<file path="src/rtl/sidp_regs.svh">
// Purpose: named constants for the stepper input decode and programming block
// Assumes: 20 MHz clk, 50 ns period
// Notes: bit positions of the configuration shift register and timing figures
`ifndef SIDP_REGS_SVH
`define SIDP_REGS_SVH
`define SIDP_CFG_W 6
`define SIDP_CFG_RESET 6'h00
`define SIDP_IN_RESET 7'h0F
`define SIDP_BIT_LVL0 0
`define SIDP_BIT_LVL1 1
`define SIDP_BIT_TON2 2
`define SIDP_BIT_TON3 3
`define SIDP_BIT_FREQ 4
`define SIDP_BIT_FULL 5
`define SIDP_CLK_HZ 20000000
`define SIDP_GUARD_NS 200
`define SIDP_GUARD_CYC ((`SIDP_GUARD_NS * (`SIDP_CLK_HZ / 1000000) + 999) / 1000)
`define SIDP_OSC_W 16
`define SIDP_OSC_PERIOD 16'h03E8
`define SIDP_TON_75 16'h02EE
`define SIDP_TON_50 16'h01F4
`define SIDP_TON_100 16'h03E8
`define SIDP_REF_NOM_MV 10'h1F4
`define SIDP_REF_40_MV 10'h0C8
`define SIDP_REF_50_MV 10'h0FA
`define SIDP_REF_70_MV 10'h15E
`define SIDP_REF_85_MV 10'h1A9
`endif

</file>
<file path="src/rtl/sidp_pkg.sv">
// Purpose: types for the stepper input decode and programming block
// Assumes: nothing beyond the constants header
// Notes: programming clock generator states
package sidp_pkg;
    typedef enum logic [1:0] {
        SIDP_IDLE = 2'b00,
        SIDP_WAIT = 2'b01,
        SIDP_DONE = 2'b10
    } sidp_prog_e;
endpackage

</file>
<file path="src/rtl/sidp_stepper_input_decode.sv">
// Purpose: input decode, serial configuration loading and chopping control
// Assumes: phase and control inputs asynchronous, comparator trip asynchronous
// Notes: oscillator modelled as a clk counter standing in for the external RC network
// Operation
// - all four phase lines low together selects programming mode
// - power outputs stay disabled throughout programming mode
// - entering all-low produces one internal clock shifting one bit in
// - all-low shorter than 0.2 us produces no programming clock
// - no further pulse until a phase line returns high then all low
// - bits enter at position zero, first bit reaches five after six pulses
// - serial data bit is current-reduce xor loop-select
// - full mode: each phase line drives its own low side, on when low
// - loop-select high gives open loop fixed on time, low closed loop
// - full mode reduced current when lines 1,2 or 3,4 high or reduce input
// - full mode disables output when lines 1,2 or 3,4 both low
// - simplified mode: line one phase A, two phase B, three enable
// - simplified closed loop reduced when line four low or reduce input high
// - simplified mode supports full-step drive only
// - bits zero and one pick reduced level 40, 50, 70 or 85 percent
// - nominal closed-loop threshold is a 0.5 V reference, reduced levels scale it
// - open loop chops at oscillator rate, bits two and three set on time
// - closed loop bit four picks full or exactly half oscillator rate
// - comparator trip resets chop flip-flop until next oscillator pulse sets it
// - during off time the paired winding low side is also switched on
// - reset clears the configuration register and disables power outputs
// - each phase change produces an extra synchronous oscillator pulse
`timescale 1ns/1ps
`include "sidp_regs.svh"
module sidp_stepper_input_decode (
    input wire logic clk,
    input wire logic rst,
    input wire logic phase_line_one,
    input wire logic phase_line_two,
    input wire logic phase_line_three,
    input wire logic phase_line_four,
    input wire logic current_reduce_input,
    input wire logic loop_select_input,
    input wire logic current_trip,
    output logic low_side_drive_one,
    output logic low_side_drive_two,
    output logic low_side_drive_three,
    output logic low_side_drive_four,
    output logic high_side_chop_switch,
    output logic [9:0] current_ref_mv,
    output logic [5:0] drive_configuration_shift,
    output logic programming_mode
);
    localparam int GUARD_CYC = `SIDP_GUARD_CYC;

    // three-stage synchronisers for the asynchronous inputs
    logic [6:0] sync1_reg;
    logic [6:0] sync2_reg;
    logic [6:0] sync3_reg;
    logic [6:0] in_reg;
    wire [6:0] raw_in = {current_trip, loop_select_input, current_reduce_input,
        phase_line_four, phase_line_three, phase_line_two, phase_line_one};
    wire [6:0] agree = ~(sync2_reg ^ sync3_reg);
    wire [6:0] in_next = (agree & sync2_reg) | (~agree & in_reg);

    // phase lines reset to their idle high level so release does not look like all-low
    always_ff @(posedge clk or posedge rst) begin
        if (rst) begin
            sync1_reg <= `SIDP_IN_RESET;
            sync2_reg <= `SIDP_IN_RESET;
            sync3_reg <= `SIDP_IN_RESET;
            in_reg <= `SIDP_IN_RESET;
        end else begin
            sync1_reg <= raw_in;
            sync2_reg <= sync1_reg;
            sync3_reg <= sync2_reg;
            in_reg <= in_next;
        end
    end

    wire p1 = in_reg[0];
    wire p2 = in_reg[1];
    wire p3 = in_reg[2];
    wire p4 = in_reg[3];
    wire reduce_in = in_reg[4];
    wire loop_open = in_reg[5];
    wire trip = in_reg[6];

    // programming mode detect and guarded clock generation
    wire all_low = ~(p1 | p2 | p3 | p4);
    sidp_pkg::sidp_prog_e prog_reg;
    sidp_pkg::sidp_prog_e prog_next;
    logic [7:0] guard_reg;
    logic [7:0] guard_next;
    logic prog_clk;
    wire guard_met = (guard_reg >= 8'(GUARD_CYC - 1));

    always_comb begin
        prog_next = prog_reg;
        guard_next = 8'h00;
        prog_clk = 1'b0;
        case (prog_reg)
            sidp_pkg::SIDP_IDLE: begin
                if (all_low) begin
                    prog_next = sidp_pkg::SIDP_WAIT;
                end
            end
            sidp_pkg::SIDP_WAIT: begin
                if (!all_low) begin
                    prog_next = sidp_pkg::SIDP_IDLE;
                end else if (guard_met) begin
                    prog_clk = 1'b1;
                    prog_next = sidp_pkg::SIDP_DONE;
                end else begin
                    guard_next = guard_reg + 8'h01;
                end
            end
            sidp_pkg::SIDP_DONE: begin
                if (!all_low) begin
                    prog_next = sidp_pkg::SIDP_IDLE;
                end
            end
            default: begin
                prog_next = sidp_pkg::SIDP_IDLE;
            end
        endcase
    end

    always_ff @(posedge clk or posedge rst) begin
        if (rst) begin
            prog_reg <= sidp_pkg::SIDP_IDLE;
            guard_reg <= 8'h00;
        end else begin
            prog_reg <= prog_next;
            guard_reg <= guard_next;
        end
    end

    // configuration shift register, loaded only on the programming clock
    logic [5:0] cfg_reg;
    wire serial_bit = reduce_in ^ loop_open;
    wire [5:0] cfg_next = prog_clk ? {cfg_reg[4:0], serial_bit} : cfg_reg;

    always_ff @(posedge clk or posedge rst) begin
        if (rst) begin
            cfg_reg <= `SIDP_CFG_RESET;
        end else begin
            cfg_reg <= cfg_next;
        end
    end

    wire cfg_bit_zero = cfg_reg[`SIDP_BIT_LVL0];
    wire cfg_bit_one = cfg_reg[`SIDP_BIT_LVL1];
    wire cfg_bit_two = cfg_reg[`SIDP_BIT_TON2];
    wire cfg_bit_three = cfg_reg[`SIDP_BIT_TON3];
    wire cfg_bit_four = cfg_reg[`SIDP_BIT_FREQ];
    wire cfg_bit_five = cfg_reg[`SIDP_BIT_FULL];

    // phase decode; simplified mode maps A/B onto complementary pairs (full step only)
    wire full_dis = (~p1 & ~p2) | (~p3 & ~p4);
    wire full_red = (p1 & p2) | (p3 & p4) | reduce_in;
    wire [3:0] full_on = {~p4, ~p3, ~p2, ~p1};
    wire [3:0] simp_on = {~p2, p2, ~p1, p1};
    wire simp_dis = ~p3;
    wire simp_red = ~p4 | reduce_in;
    wire [3:0] phase_on = cfg_bit_five ? full_on : simp_on;
    wire stage_dis = cfg_bit_five ? full_dis : simp_dis;
    wire reduced = cfg_bit_five ? full_red : (simp_red & ~loop_open);
    wire ton_dis = loop_open & cfg_bit_two & cfg_bit_three;
    wire out_dis = all_low | stage_dis | ton_dis;

    // reference level selection from the two level bits
    function automatic logic [9:0] ref_level(input logic b0, input logic b1);
        case ({b1, b0})
            2'b00: ref_level = `SIDP_REF_40_MV;
            2'b10: ref_level = `SIDP_REF_50_MV;
            2'b01: ref_level = `SIDP_REF_70_MV;
            default: ref_level = `SIDP_REF_85_MV;
        endcase
    endfunction
    wire [9:0] ref_mv = reduced ? ref_level(cfg_bit_zero, cfg_bit_one)
        : `SIDP_REF_NOM_MV;

    // oscillator with extra pulse on each phase change
    logic [3:0] phase_last_reg;
    logic [15:0] osc_reg;
    logic half_reg;
    wire phase_change = (phase_on != phase_last_reg) & ~all_low;
    wire osc_wrap = (osc_reg == `SIDP_OSC_PERIOD - 16'h0001);
    wire osc_pulse = osc_wrap | phase_change;
    wire [15:0] osc_next = osc_pulse ? 16'h0000 : osc_reg + 16'h0001;
    wire chop_set = loop_open ? osc_pulse
        : (osc_pulse & (~cfg_bit_four | half_reg));

    // open-loop on time from bits two and three
    function automatic logic [15:0] ton_len(input logic b2, input logic b3);
        case ({b3, b2})
            2'b00: ton_len = `SIDP_TON_75;
            2'b10: ton_len = `SIDP_TON_50;
            default: ton_len = `SIDP_TON_100;
        endcase
    endfunction
    wire ton_end = (osc_reg >= ton_len(cfg_bit_two, cfg_bit_three));

    // chop flip-flop: set by oscillator, reset by trip or on time end
    logic chop_reg;
    wire chop_clr = loop_open ? ton_end : trip;
    wire chop_next = chop_set ? 1'b1 : (chop_clr ? 1'b0 : chop_reg);

    always_ff @(posedge clk or posedge rst) begin
        if (rst) begin
            phase_last_reg <= 4'h0;
            osc_reg <= 16'h0000;
            half_reg <= 1'b0;
            chop_reg <= 1'b0;
        end else begin
            phase_last_reg <= phase_on;
            osc_reg <= osc_next;
            half_reg <= osc_pulse ? ~half_reg : half_reg;
            chop_reg <= chop_next;
        end
    end

    // off time also turns on the paired low side to halve the current
    wire [3:0] pair_on = {phase_on[2], phase_on[3], phase_on[0], phase_on[1]};
    wire [3:0] ls_next = out_dis ? 4'h0
        : (chop_reg ? phase_on : (phase_on | pair_on));
    wire hs_next = ~out_dis & chop_reg;

    // registered drive outputs
    always_ff @(posedge clk or posedge rst) begin
        if (rst) begin
            low_side_drive_one <= 1'b0;
            low_side_drive_two <= 1'b0;
            low_side_drive_three <= 1'b0;
            low_side_drive_four <= 1'b0;
            high_side_chop_switch <= 1'b0;
            current_ref_mv <= `SIDP_REF_NOM_MV;
            programming_mode <= 1'b0;
        end else begin
            low_side_drive_one <= ls_next[0];
            low_side_drive_two <= ls_next[1];
            low_side_drive_three <= ls_next[2];
            low_side_drive_four <= ls_next[3];
            high_side_chop_switch <= hs_next;
            current_ref_mv <= ref_mv;
            programming_mode <= all_low;
        end
    end

    assign drive_configuration_shift = cfg_reg;
endmodule
</file>
<file path="config.mk">
export PLATFORM = sky130hd
export DESIGN_NAME = sidp_stepper_input_decode
export DESIGN_NICKNAME = d
export VERILOG_FILES = /design/src/rtl/sidp_pkg.sv /design/src/rtl/sidp_stepper_input_decode.sv
export VERILOG_INCLUDE_DIRS = /design/src /design/src/rtl
export SDC_FILE = /design/constraint.sdc
export NUM_CORES = 1
export LEC_CHECK = 0
export BUFFER_PORTS_ARGS = -buffer_cell sky130_fd_sc_hd__buf_4
export CELL_PAD_IN_SITES_DETAIL_PLACEMENT = 2
export CELL_PAD_IN_SITES_GLOBAL_PLACEMENT = 2
export CORE_MARGIN = 4
export CORE_UTILIZATION = 43
export DETAILED_ROUTE_END_ITERATION = 6
export HOLD_SLACK_MARGIN = 0.02
export PLACE_DENSITY = 0.94
export SYNTH_ARGS = -nofsm -noshare
export SYNTH_HDL_FRONTEND = slang
export SYNTH_SLANG_ARGS = --single-unit
</file>
<file path="constraint.sdc">
create_clock -name clk -period 5.3 [get_ports clk]
set_clock_uncertainty 0.05 [all_clocks]
set_input_delay 0.265 -clock clk [delete_from_list [all_inputs] [get_ports clk]]
set_output_delay 0.265 -clock clk [all_outputs]
set_load 0.02 [all_outputs]
</file>
# After elaboration in Yosys (flattened, before gate mapping)
# Index checks and enable logic that the tools add are counted.
# word_totals
ff_bits	82
inputBits	9
wordCells	99
# op_classes
add_sub_neg	2
n_lt_le_gt_ge	2
n_eq_ne	10
mux	24
n_bitwise	38
reduce_logical	5
# op_table
cell	n
9-bit case mux with 3 select lines	1
8-bit two-way mux	3
10-bit case mux with 2 select lines	1
16-bit by 1-bit adder with 16-bit output, second input constant	1
16-bit by 10-bit == test with 1-bit output, second input constant	1
16-bit by 10-bit greater-or-equal comparator with 1-bit output	1
16-bit two-way mux	1
7-bit bitwise AND	2
7-bit NOT	2
4-bit two-way mux	3
1-bit bitwise OR	11
1-bit bitwise AND	10
10-bit two-way mux	1
1-bit two-way mux	9
1-bit NOT	9
8-bit by 1-bit adder with 8-bit output, second input constant	1
8-bit by 2-bit greater-or-equal comparator with 1-bit output, second input constant	1
2-bit two-way mux	4
7-bit bitwise OR	1
7-bit XOR	1
2-bit == test, second input constant	3
2-bit zero test	3
2-bit case mux with 3 select lines	1
2-bit by 1-bit == test with 1-bit output, second input constant	2
7 further kinds	8

# Longest topological paths before layout
# Gate-level depths: netlist of run 1.
# logic_depth
word_depth	8
mapped_depth	7
mapped_depth_nobuf	7

# Worst setup path before layout of run 1
# OpenSTA, ideal clock, no wires.
# synth_timing
path_type	register -> register
from	reg cfg_reg[3] (netlist: drive_configuration_shift[3])
to	reg chop_reg
setup_ns	0.122
arrival_ns	1.666
required_ns	5.128
setup_slack_ns	3.462
stages_incl_launch_ff	7
path_buffers	0
path_cell_list	dfrtp_1 > nor2b_1 > inv_1 > ha_1 > o21ai_0 > a221o_1 > a32o_1
# synth_between
elab_chain_len	5
# synth_rtl
item	line_no	rtl
start: declaration	sidp_stepper_input_decode.sv:134	logic [5:0] cfg_reg;
start signal: assignment	sidp_stepper_input_decode.sv:140	cfg_reg <= `SIDP_CFG_RESET;
start signal: assignment	sidp_stepper_input_decode.sv:142	cfg_reg <= cfg_next;
2-bit == test or 2-bit zero test (tied branches)	sidp_stepper_input_decode.sv:191	case ({b3, b2})
10-bit case mux with 2 select lines (*)	sidp_stepper_input_decode.sv:191	
16-bit by 10-bit greater-or-equal comparator with 1-bit output (*)	sidp_stepper_input_decode.sv:197	wire ton_end = (osc_reg >= ton_len(cfg_bit_two, cfg_bit_three));
1-bit two-way mux (*)	sidp_stepper_input_decode.sv:201	wire chop_clr = loop_open ? ton_end : trip;
2-bit nonzero test (no line) (*)	-	
end signal: assignment	sidp_stepper_input_decode.sv:214	chop_reg <= chop_next;
end: declaration	sidp_stepper_input_decode.sv:200	logic chop_reg;
# Every way passes the cells marked *; elsewhere a longest branch is shown, timed or not.
# A chain may end at the register's enable or synchronous reset.

==> results of run 1 <==
[stage by stage]
step	setup WS [ns]	hold slack (ns)	utilization (%)
4_1_cts	3.21	0.203	52.5
2_1_floorplan	2.94	0.219	-
5_1_grt	3.05	0.255	52.5
3_5_place_dp	3.31	0.287	48.9
3_3_place_gp	3.35	0.283	48.9
6_report	3.12	0.174	52.5
[tightest hold or removal path: cells and delay by family]
family / cells / cell delay [ns]
buffers and inverters: 3 / 0.89
[area by class of cell]
| type | count | area, sq um |
|---|---|---|
| fillers | 727 | 3480 |
| multi-input cells | 164 | 1130 |
| well taps | 99 | 124 |
| flip-flops and latches | 81 | 2050 |
| inverters | 12 | 46.3 |
| clock buffers | 11 | 141 |
| repair buffers | 37 | 295 |
| clock inverters | 5 | 55.1 |
[what timing repair did]
action | in CTS | in global routing
hold buffers | 7 | 0
endpoints found under the hold margin | 7 | 0
setup endpoints to repair | 0 | 0
[metal layers]
| metal | routed length [um] | vias to the layer above |
|---|---|---|
| met4 | 221 | 0 |
| met5 | 0 | - |
| met2 | 4530 | 45 |
| met3 | 271 | 13 |
| met1 | 3260 | 1133 |
| li1 | - | 956 |
[layout by cell type (no fill, tap or decap), types with 10 or more instances in the layout]
cell type	count
buf_4	30
clkbuf_8	10
dfrtp_1	59
dfstp_2	22
ha_1	10
inv_1	11
nand2_1	15
nand3_1	13
nor2_1	27
xnor2_1	11
xor2_1	10
[where the power goes]
part / switching, W / internal, W
logic: 0.0000735 / 0.0000534
registers: 0.0000364 / 0.000665
clock network: 0.000222 / 0.000229
total: 0.000332 / 0.000947
[how the worst max path moves through the flow]
| stage | start | endpoint | slack [ns] | cells past startpoint |
|---|---|---|---|---|
| after floorplan | rst | async pin | 2.94 | 1 |
| after CTS | register | half_reg$_DFFE_PP0N_ | 3.21 | 5 |
| after detailed placement | register | chop_reg$_DFFE_PP0P_ | 3.31 | 5 |
| final | register | chop_reg$_DFFE_PP0P_ | 3.12 | 5 |
| after global routing | register | chop_reg$_DFFE_PP0P_ | 3.05 | 5 |
| after global placement | drive_configuration_shift[3]$_DFFE_PP0P_ | chop_reg$_DFFE_PP0P_ | 3.35 | 6 |
[cell families (layout without fill, tap and decap cells)]
family                   Yosys count  count (layout)  share of synthesized area, %
buffers and inverters             21              65                          3.10
multiplexers                       6               6                          1.99
AND/OR/NAND/NOR                   86              86                          13.7
adder cells (fa/ha/maj)           17              17                          5.97
XOR/XNOR                          21              21                          5.63
flip-flops                        81              81                          62.9
AO/OA/AOI/OAI                     27              27                          6.62
other                              1               7                         0.115
==> results.md, run 1 <==
* Via count at 2147
* # rows at 31
* Number of global-route vias before repair at between 2000 and 3000
* Drt drc at 0
* Yosys top cell area share at between 40% and 50%
* Sequential area share after synthesis at 62.9%
* CTS tree: yes
* Tcrit/Tclk final at around two fifths
* CP Buf/Inv Count at 0
* CP peak stage delay at 0.46 ns
* Fraction of layout cells with a size suffix above 1 at between 20% and 30%
* Grt met2 use at a little under two fifths
* Ys async rst share at 100%
* Starting Density at 44.6%
* Outcome: finished clean
* M3 GR Usage at 4.18%
* PD cells at ~330 nW/um^2
* Leak pwr at about 1.6 nW
* IO Count at 31
* Largest delay share family, worst path: compound AO/OA/AOI/OAI gates
* Total gr overflow at 0
* Synthesized area per cell at 12.6 sq um
* Core footprint at between 7000 and 8000 sq um
* Net count, final at between 300 and 400
* CP required at about 5.5 ns
* Worst R2R Setup Slack at between 3 and 4 ns
* Wire length per cell at ~20 um
* R2R depth at 5
* Routed Antenna Nets at 0
* IO buf count at 29
* Initial antenna violation count at 0
* Post-synth EDFFs at 0
* Synth area leader: dfrtp_1
* Post-route design area at approximately 3900 sq um
* Hold crit path type: input pin to async pin
* Relative slew margins at 33.3%
* Reg2reg end: chop_reg$_DFFE_PP0P_
* Worst-case vdd ir drop at around 170 uV
* Final Hold Vio Count at 0
* Top post-synthesis cells by count: dfrtp_1 (59), nor2_1 (27), dfstp_2 (22), nand2_1 (15), nand3_1 (13)
* CTS root buf: clkbuf_8
* CP Max Fanout at 17
* Final Slew Violations at 0
* Crit Path Class: register to register
* CP arrival at 2.39 ns
* Layout area overhead at 17.8%
* CP Capture Type: register
* MaxCap Viol Count at 0
* Power Total at between 0.001 and 0.0015 W
* Synth Flop Type: dfrtp_1
* CP startpoint kind: register
* Total track usage at 20.4%
* Area after DPL at around 3600 sq um
* Ant. Diodes at 0
* First-pass GRT wire length at 13500 um
* Skew-Pair Late Insertion Delay at around 0.36 ns
* Clock Sinks at around 80
* Die width at about 95 um
* Clk slew on worst S/H paths at approximately 0.08 ns
* FMAX at 458 MHz
* Max reg flops at 16
* Yosys warning total at 0
* CP cell instances: or3b_1 -> a221oi_2 -> a311oi_1 -> o21bai_4 -> a32o_1
* CP max stage cell: or3b_1
* Die area at a little over 9000 sq um
* Post-Route WL at approximately 8300 um
* Gp weighted congestion at a little under 0.8
* Min Tclk post-route at 2.18 ns
* Most common cell in the netlist: dfrtp_1
* Worst-margin pin slew at roughly 1.0 ns
* Setup-failing EPs final at 0
* GRT busiest layer: met2
* Setup Fix Bufs, Post-CTS at 0
* Number of cells in the design after placement at approximately 390
* Chip Height at 95.2 um
* Buffer depth of the longest clock path at 2
* Synth cell types at 46
* Setup TNS at 0 ns
* Met1 GRT Util at around 22%
* H-tree levels at 3
* Top area cells in the synthesized netlist: dfrtp_1 (45%), dfstp_2 (18%), ha_1 (3.8%), nor2_1 (3.1%), xnor2_1 (2.9%)
* RSZ-0062 raised after global routing: no
* Seq cells post-synth at slightly above 80
* Post-CTS sizing at 0
* CTS buffer count at 9
* Synth Cell Area at 3270 sq um
* Gate count of the mapped netlist at 260
* Via density at between 5 and 6
* Drt first-iter violations at 89
* Post-DP HPWL at about 5200 um
* Drt pass-1 iters at 5
* Pin count of the biggest net entering global routing at 82
* Fin cells at 409
No activity file was read; power rests on OpenSTA's default activity.
==> run 2, diff against run 1 <==
Settings changed: CORE_UTILIZATION 43 to 40, PLACE_DENSITY 0.94 to 0.89.
Clock period 5.3 ns to 2.3 ns, I/O delays scaled along.
==> run 2 against run 1 <==
Global-route usage shrank 2.5 points. Total power up 140%. Setup slack worse by 2.9 ns. Hold slack better by 0.14 ns. Sequential power rose by 130%. Clock power is 150% higher. Register-to-register slack got worse by 2.9 ns. Die area increased by 6.9%. Flip-flop and latch count did not move. Routed wire length fell by 2.3%.
==> results.md, run 2 (synthesis gave the netlist of run 1 again) <==
* Outcome: finished clean
* Power Internal at 0.00226 W
* Clk slew on worst S/H paths at 0.08 ns
* Via density at 5.14
* CP arrival at 2.28 ns
* CP cell instances: nor2b_1 -> inv_1 -> ha_1 -> o21ai_0 -> a221o_1 -> a32o_1
* IO buf count at 29
* Post-Route WL at a little over 8000 um
* Clock Sinks at about 80
* RSZ-0062 raised after global routing: no
* CP peak stage delay at 0.49 ns
* Largest delay share family, worst path: compound AO/OA/AOI/OAI gates
* Worst-case vdd ir drop at roughly 390 uV
* Final Util at about half
* Ant. Diodes at 0
* Die width at roughly 98 um
* Most common cell after layout, fill and taps aside: dfrtp_1
* Drt pass-1 iters at 4
* Fraction of layout cells with a size suffix above 1 at between 20% and 30%
* CTS buffer count at 9
* FILL cells at 785
* Initial antenna violation count at 0
* Switching portion of total power at between 20% and 30%
* Crit Path Class: register to register
* Cts hold-fix bufs at 8
* Min Tclk post-route at 2.10 ns
* Drt drc at 0
* Chip Height at between 90 and 100 um
* Setup TNS at 0 ns
* Layout area overhead at 19.7%
* Commonest non-fill, non-tap cells in the layout: dfrtp_1 (59), buf_4 (31), nor2_1 (27)
* Total gr overflow at 0
* Power Total at a little over 0.003 W
* Starting Density at a little over two fifths
* Core footprint at around 7800 sq um
* CP Capture Type: register
* Hold crit path type: register to register
* Skew-Pair Late Insertion Delay at 0.35 ns
* Routed Antenna Nets at 0
* Clock power share at a little under two fifths
* Number of global-route vias before repair at 2488
* CTS root buf: clkbuf_8
* Die area at 9680 sq um
* CP max stage cell: dfrtp_1
* H-tree levels at 3
* CP startpoint kind: register
* Relative slew margins at about 54%
* Hold WS at a little over 0.3 ns
* Post-DP HPWL at 5170 um
* Placement Setup Slack at between 0.2 and 0.3 ns
* Combinational group share of total power at under 10%
* Final Slew Violations at 0
* First-pass GRT wire length at ~13000 um
* Setup Fix Bufs, Post-CTS at 0
* MaxCap Viol Count at 0
* Leak pwr at between 1.5 and 2 nW
* CP Max Fanout at 6
* Total track usage at between 15 and 20%
* FMAX at roughly 480 MHz
* Tcrit/Tclk final at between 90 and 100%
* Final Hold Vio Count at 0
* # rows at 32
* Setup-failing EPs final at 0
* CTS tree: yes
* Post-CTS sizing at 0
* Setup ws final at between 0.15 and 0.2 ns
* CP required at around 2.5 ns
* Buffer depth of the longest clock path at 2
* NetSw at between 0.0007 and 0.0008 W
* Worst-margin pin slew at around 0.7 ns
* Max reg flops at 16
* Via count at 2133
* Gp weighted congestion at 0.775
* Drt first-iter violations at 53
* CP Buf/Inv Count at 1
* Part of the power in registers at 53.4%
* Wire length per cell at slightly below 20 um
* Net count, final at 327
* PD cells at roughly 770 nW/um^2
* Pin count of the biggest net entering global routing at 46
* IO Count at 31
[run 2: cell types whose count changed in the layout (fill, tap and decap cells not counted), sizes merged]
| cell | delta |
|---|---|
| buf | +2 |
| clkbuf | +1 |
| clkinvlp | -2 |
| dlygate4sd3 | +1 |
| inv | +1 |
[run 2: metal layers]
layer	global-route usage (%)	wire length (um)	vias up
met5	0	0	-
met4	7.46	171	0
met3	3.00	231	14
met2	31.7	4360	40
met1	21.4	3330	1115
li1	-	-	964
[run 2: worst reg2reg max path, cell delays in order, from the launching register on]
cell,delay (ns)
dfrtp_1,0.49
nor2b_1,0.38
inv_1,0.08
ha_1,0.28
o21ai_0,0.09
a221o_1,0.35
a32o_1,0.27
[run 2: cell type report]
class | count | area, sq um | area share [%]
clock buffers | 12 | 166 | 4.25
clock inverters | 4 | 48.8 | 1.25
inverters | 12 | 46.3 | 1.18
multi-input cells | 164 | 1130 | 29.0
flip-flops and latches | 81 | 2050 | 52.5
well taps | 102 | 128 | 3.26
repair buffers | 40 | 333 | 8.51
[run 2: power by group through the flow]
| stage | registers [W] | clock network [W] | logic (W) |
|---|---|---|---|
| 6_report | 0.00162 | 0.00112 | 0.000293 |
| 3_3_place_gp | 0.00163 | 0 | 0.000260 |
| 5_1_grt | 0.00163 | 0.00122 | 0.000324 |
| 4_1_cts | 0.00162 | 0.00114 | 0.000298 |
| 2_1_floorplan | 0.00164 | 0 | 0.000162 |
| 3_5_place_dp | 0.00164 | 0 | 0.000281 |
[run 2: path summary, 6_finish.rpt]
kind	depth (start not counted)	from	endpoint	slack [ns]
max	6	drive_configuration_shift[3]$_DFFE_PP0P_	chop_reg$_DFFE_PP0P_	0.20
min	0	sync1_reg[1]$_DFF_PP1_	sync2_reg[1]$_DFF_PP1_	0.31
max reg2reg	6	drive_configuration_shift[3]$_DFFE_PP0P_	chop_reg$_DFFE_PP0P_	0.20
min reg2reg	0	sync1_reg[1]$_DFF_PP1_	sync2_reg[1]$_DFF_PP1_	0.31
max in group asynchronous	4	rst	current_ref_mv[6]$_DFF_PP1_	1.17
min in group asynchronous	3	rst	guard_reg[3]$_DFF_PP0_	0.34
[run 2: through the flow]
stage / instance area (sq um) / instances
2_1_floorplan: 3290 / 266
3_3_place_gp: 3620 / 391
3_5_place_dp: 3620 / 391
4_1_cts: 3910 / 415
5_1_grt: 3910 / 415
6_report: 3910 / 415
==> run 3, diff against run 2 <==
==> constraint.sdc (replaced) <==
create_clock -name clk -period 2.3 [get_ports clk]
set_clock_uncertainty 0.05 [all_clocks]
set_input_delay 0.23 -clock clk [delete_from_list [all_inputs] [get_ports clk]]
set_output_delay 0.23 -clock clk [all_outputs]
set_load 0.02 [all_outputs]
==> run 3 against run 2 <==
Sequential power is essentially flat. Register-to-register slack improved by 0.02 ns. Setup slack improved by 0.017 ns. Via count rose by 0.33%. Clock-buffer cell count shrank 2. Design area fell by 0.74%. Maximum frequency is 0.83% higher. Critical path depth shrank 1. Critical path type unchanged. Largest cell class unchanged.
==> results.md, run 3 (synthesis gave the netlist of run 1 again) <==
* # rows at 32
* IO Count at 31
* Fraction of layout cells with a size suffix above 1 at about a quarter
* Buffer depth of the longest clock path at 2
* Setup-failing EPs final at 0
* Post-Route WL at roughly 7900 um
* Die area at around 9700 sq um
* Clock Sinks at just over 80
* Outcome: finished clean
* CP required at ~2.5 ns
* Starting Density at between 40% and 50%
* Final Hold Vio Count at 0
* Relative slew margins at 59.9%
* Skew-Pair Late Insertion Delay at roughly 0.36 ns
* Initial antenna violation count at 0
* Chip Height at roughly 100 um
* Hold crit path type: register to register
* CP startpoint kind: register
* Power Total at just under 0.003 W
* Crit Path Class: register to register
* Final Slew Violations at 0
* CP peak stage delay at about 0.68 ns
* Ant. Diodes at 0
* CP Max Fanout at 17
* IO buf count at 29
* Max reg flops at 16
* Drt drc at 0
* RSZ-0062 raised after global routing: no
* Clk slew on worst S/H paths at 0.10 ns
* Post-route design area at 3880 sq um
* CP max stage cell: dfstp_2
* Net count, final at 327
* Total gr overflow at 0
* Setup TNS at 0 ns
* Via density at slightly above 5
* Drt first-iter violations at 69
* Leak pwr at roughly 1.6 nW
* PD cells at approximately 750 nW/um^2
* Worst-margin pin slew at around 0.60 ns
* Post-DP HPWL at 4960 um
* MaxCap Viol Count at 0
* Routed Antenna Nets at 0
* CP arrival at 2.30 ns
* Number of global-route vias before repair at ~2500
* CTS tree: yes
* Via count at around 2100
* H-tree levels at 3
* Tcrit/Tclk final at 90.6%
* Worst-case vdd ir drop at ~360 uV
* Gp weighted congestion at about 0.73
* Most common cell after layout, fill and taps aside: dfrtp_1
* Drt pass-1 iters at 4
* Pin count of the biggest net entering global routing at 56
* Core footprint at 7850 sq um
* Commonest non-fill, non-tap cells in the layout: dfrtp_1 (59), buf_4 (31), nor2_1 (27)
* Min Tclk post-route at 2.08 ns
* CTS root buf: clkbuf_8
* Area after DPL at 3620 sq um
* CP cell instances: xnor2_1 -> nor3_1 -> a311oi_1 -> o21bai_4 -> xor2_1
* CP Capture Type: register
* First-pass GRT wire length at around 13000 um
* Wire length per cell at 19.1 um
* Layout area overhead at 18.8%
* CTS buffer count at 9
* Die width at 98.4 um
* Total track usage at between 10% and 20%
* FMAX at slightly below 500 MHz
[run 3: worst paths after layout]
kind,from,cells after the start,to,slack (ns)
max reg2reg,register,5,half_reg$_DFFE_PP0N_,0.22
min,sync1_reg[5]$_DFF_PP0_,0,sync2_reg[5]$_DFF_PP0_,0.31
max,register,5,half_reg$_DFFE_PP0N_,0.22
min in group asynchronous,rst,3,guard_reg[3]$_DFF_PP0_,0.44
max in group asynchronous,rst,4,sync1_reg[0]$_DFF_PP1_,1.04
min reg2reg,sync1_reg[5]$_DFF_PP0_,0,sync2_reg[5]$_DFF_PP0_,0.31
[run 3: through the flow]
step	setup slack, ns	instances	hold WS [ns]	utilization, %
2_1_floorplan	0.462	266	0.184	-
3_3_place_gp	0.352	391	0.281	46.1
3_5_place_dp	0.297	391	0.286	46.1
4_1_cts	0.210	415	0.314	49.5
5_1_grt	0.106	415	0.317	49.5
6_report	0.217	415	0.309	49.5
[run 3: layer usage]
| metal | vias up | GRT usage (%) | wire length, um |
|---|---|---|---|
| met4 | 0 | 6.09 | 142 |
| li1 | 966 | - | - |
| met2 | 39 | 32.5 | 4230 |
| met1 | 1121 | 20.4 | 3260 |
| met5 | - | 0 | 0 |
| met3 | 14 | 4.00 | 286 |
[run 3: critical path: cells and delay by family, from the launching register on]
kind / cells / cell delay (ns)
XOR/XNOR: 2 / 0.41
AO/OA/AOI/OAI: 2 / 0.74
AND/OR/NAND/NOR: 1 / 0.09
flip-flops: 1 / 0.68
[run 3: area by class of cell]
type                            instances  area [sq um]
Timing Repair Buffer                   40           333
Tap cell                              102           128
Sequential cell                        81          2050
Fill cell                             789          3970
Clock buffer                           10           138
Clock inverter                          6          46.3
Multi-Input combinational cell        164          1130
Inverter                               12          48.8
[run 3: report_power, final]
group	total, W	internal [W]	switching [W]
logic	0.000294	0.000128	0.000166
registers	0.00162	0.00153	0.0000853
clock network	0.000986	0.000432	0.000553
[run 3: what timing repair did]
action | 4_1_cts | 5_1_grt
resized for setup | 0 | 0
hold buffers | 8 | 0
endpoints found under the hold margin | 27 | 0
setup endpoints to repair | 0 | 0
setup buffers | 0 | 0
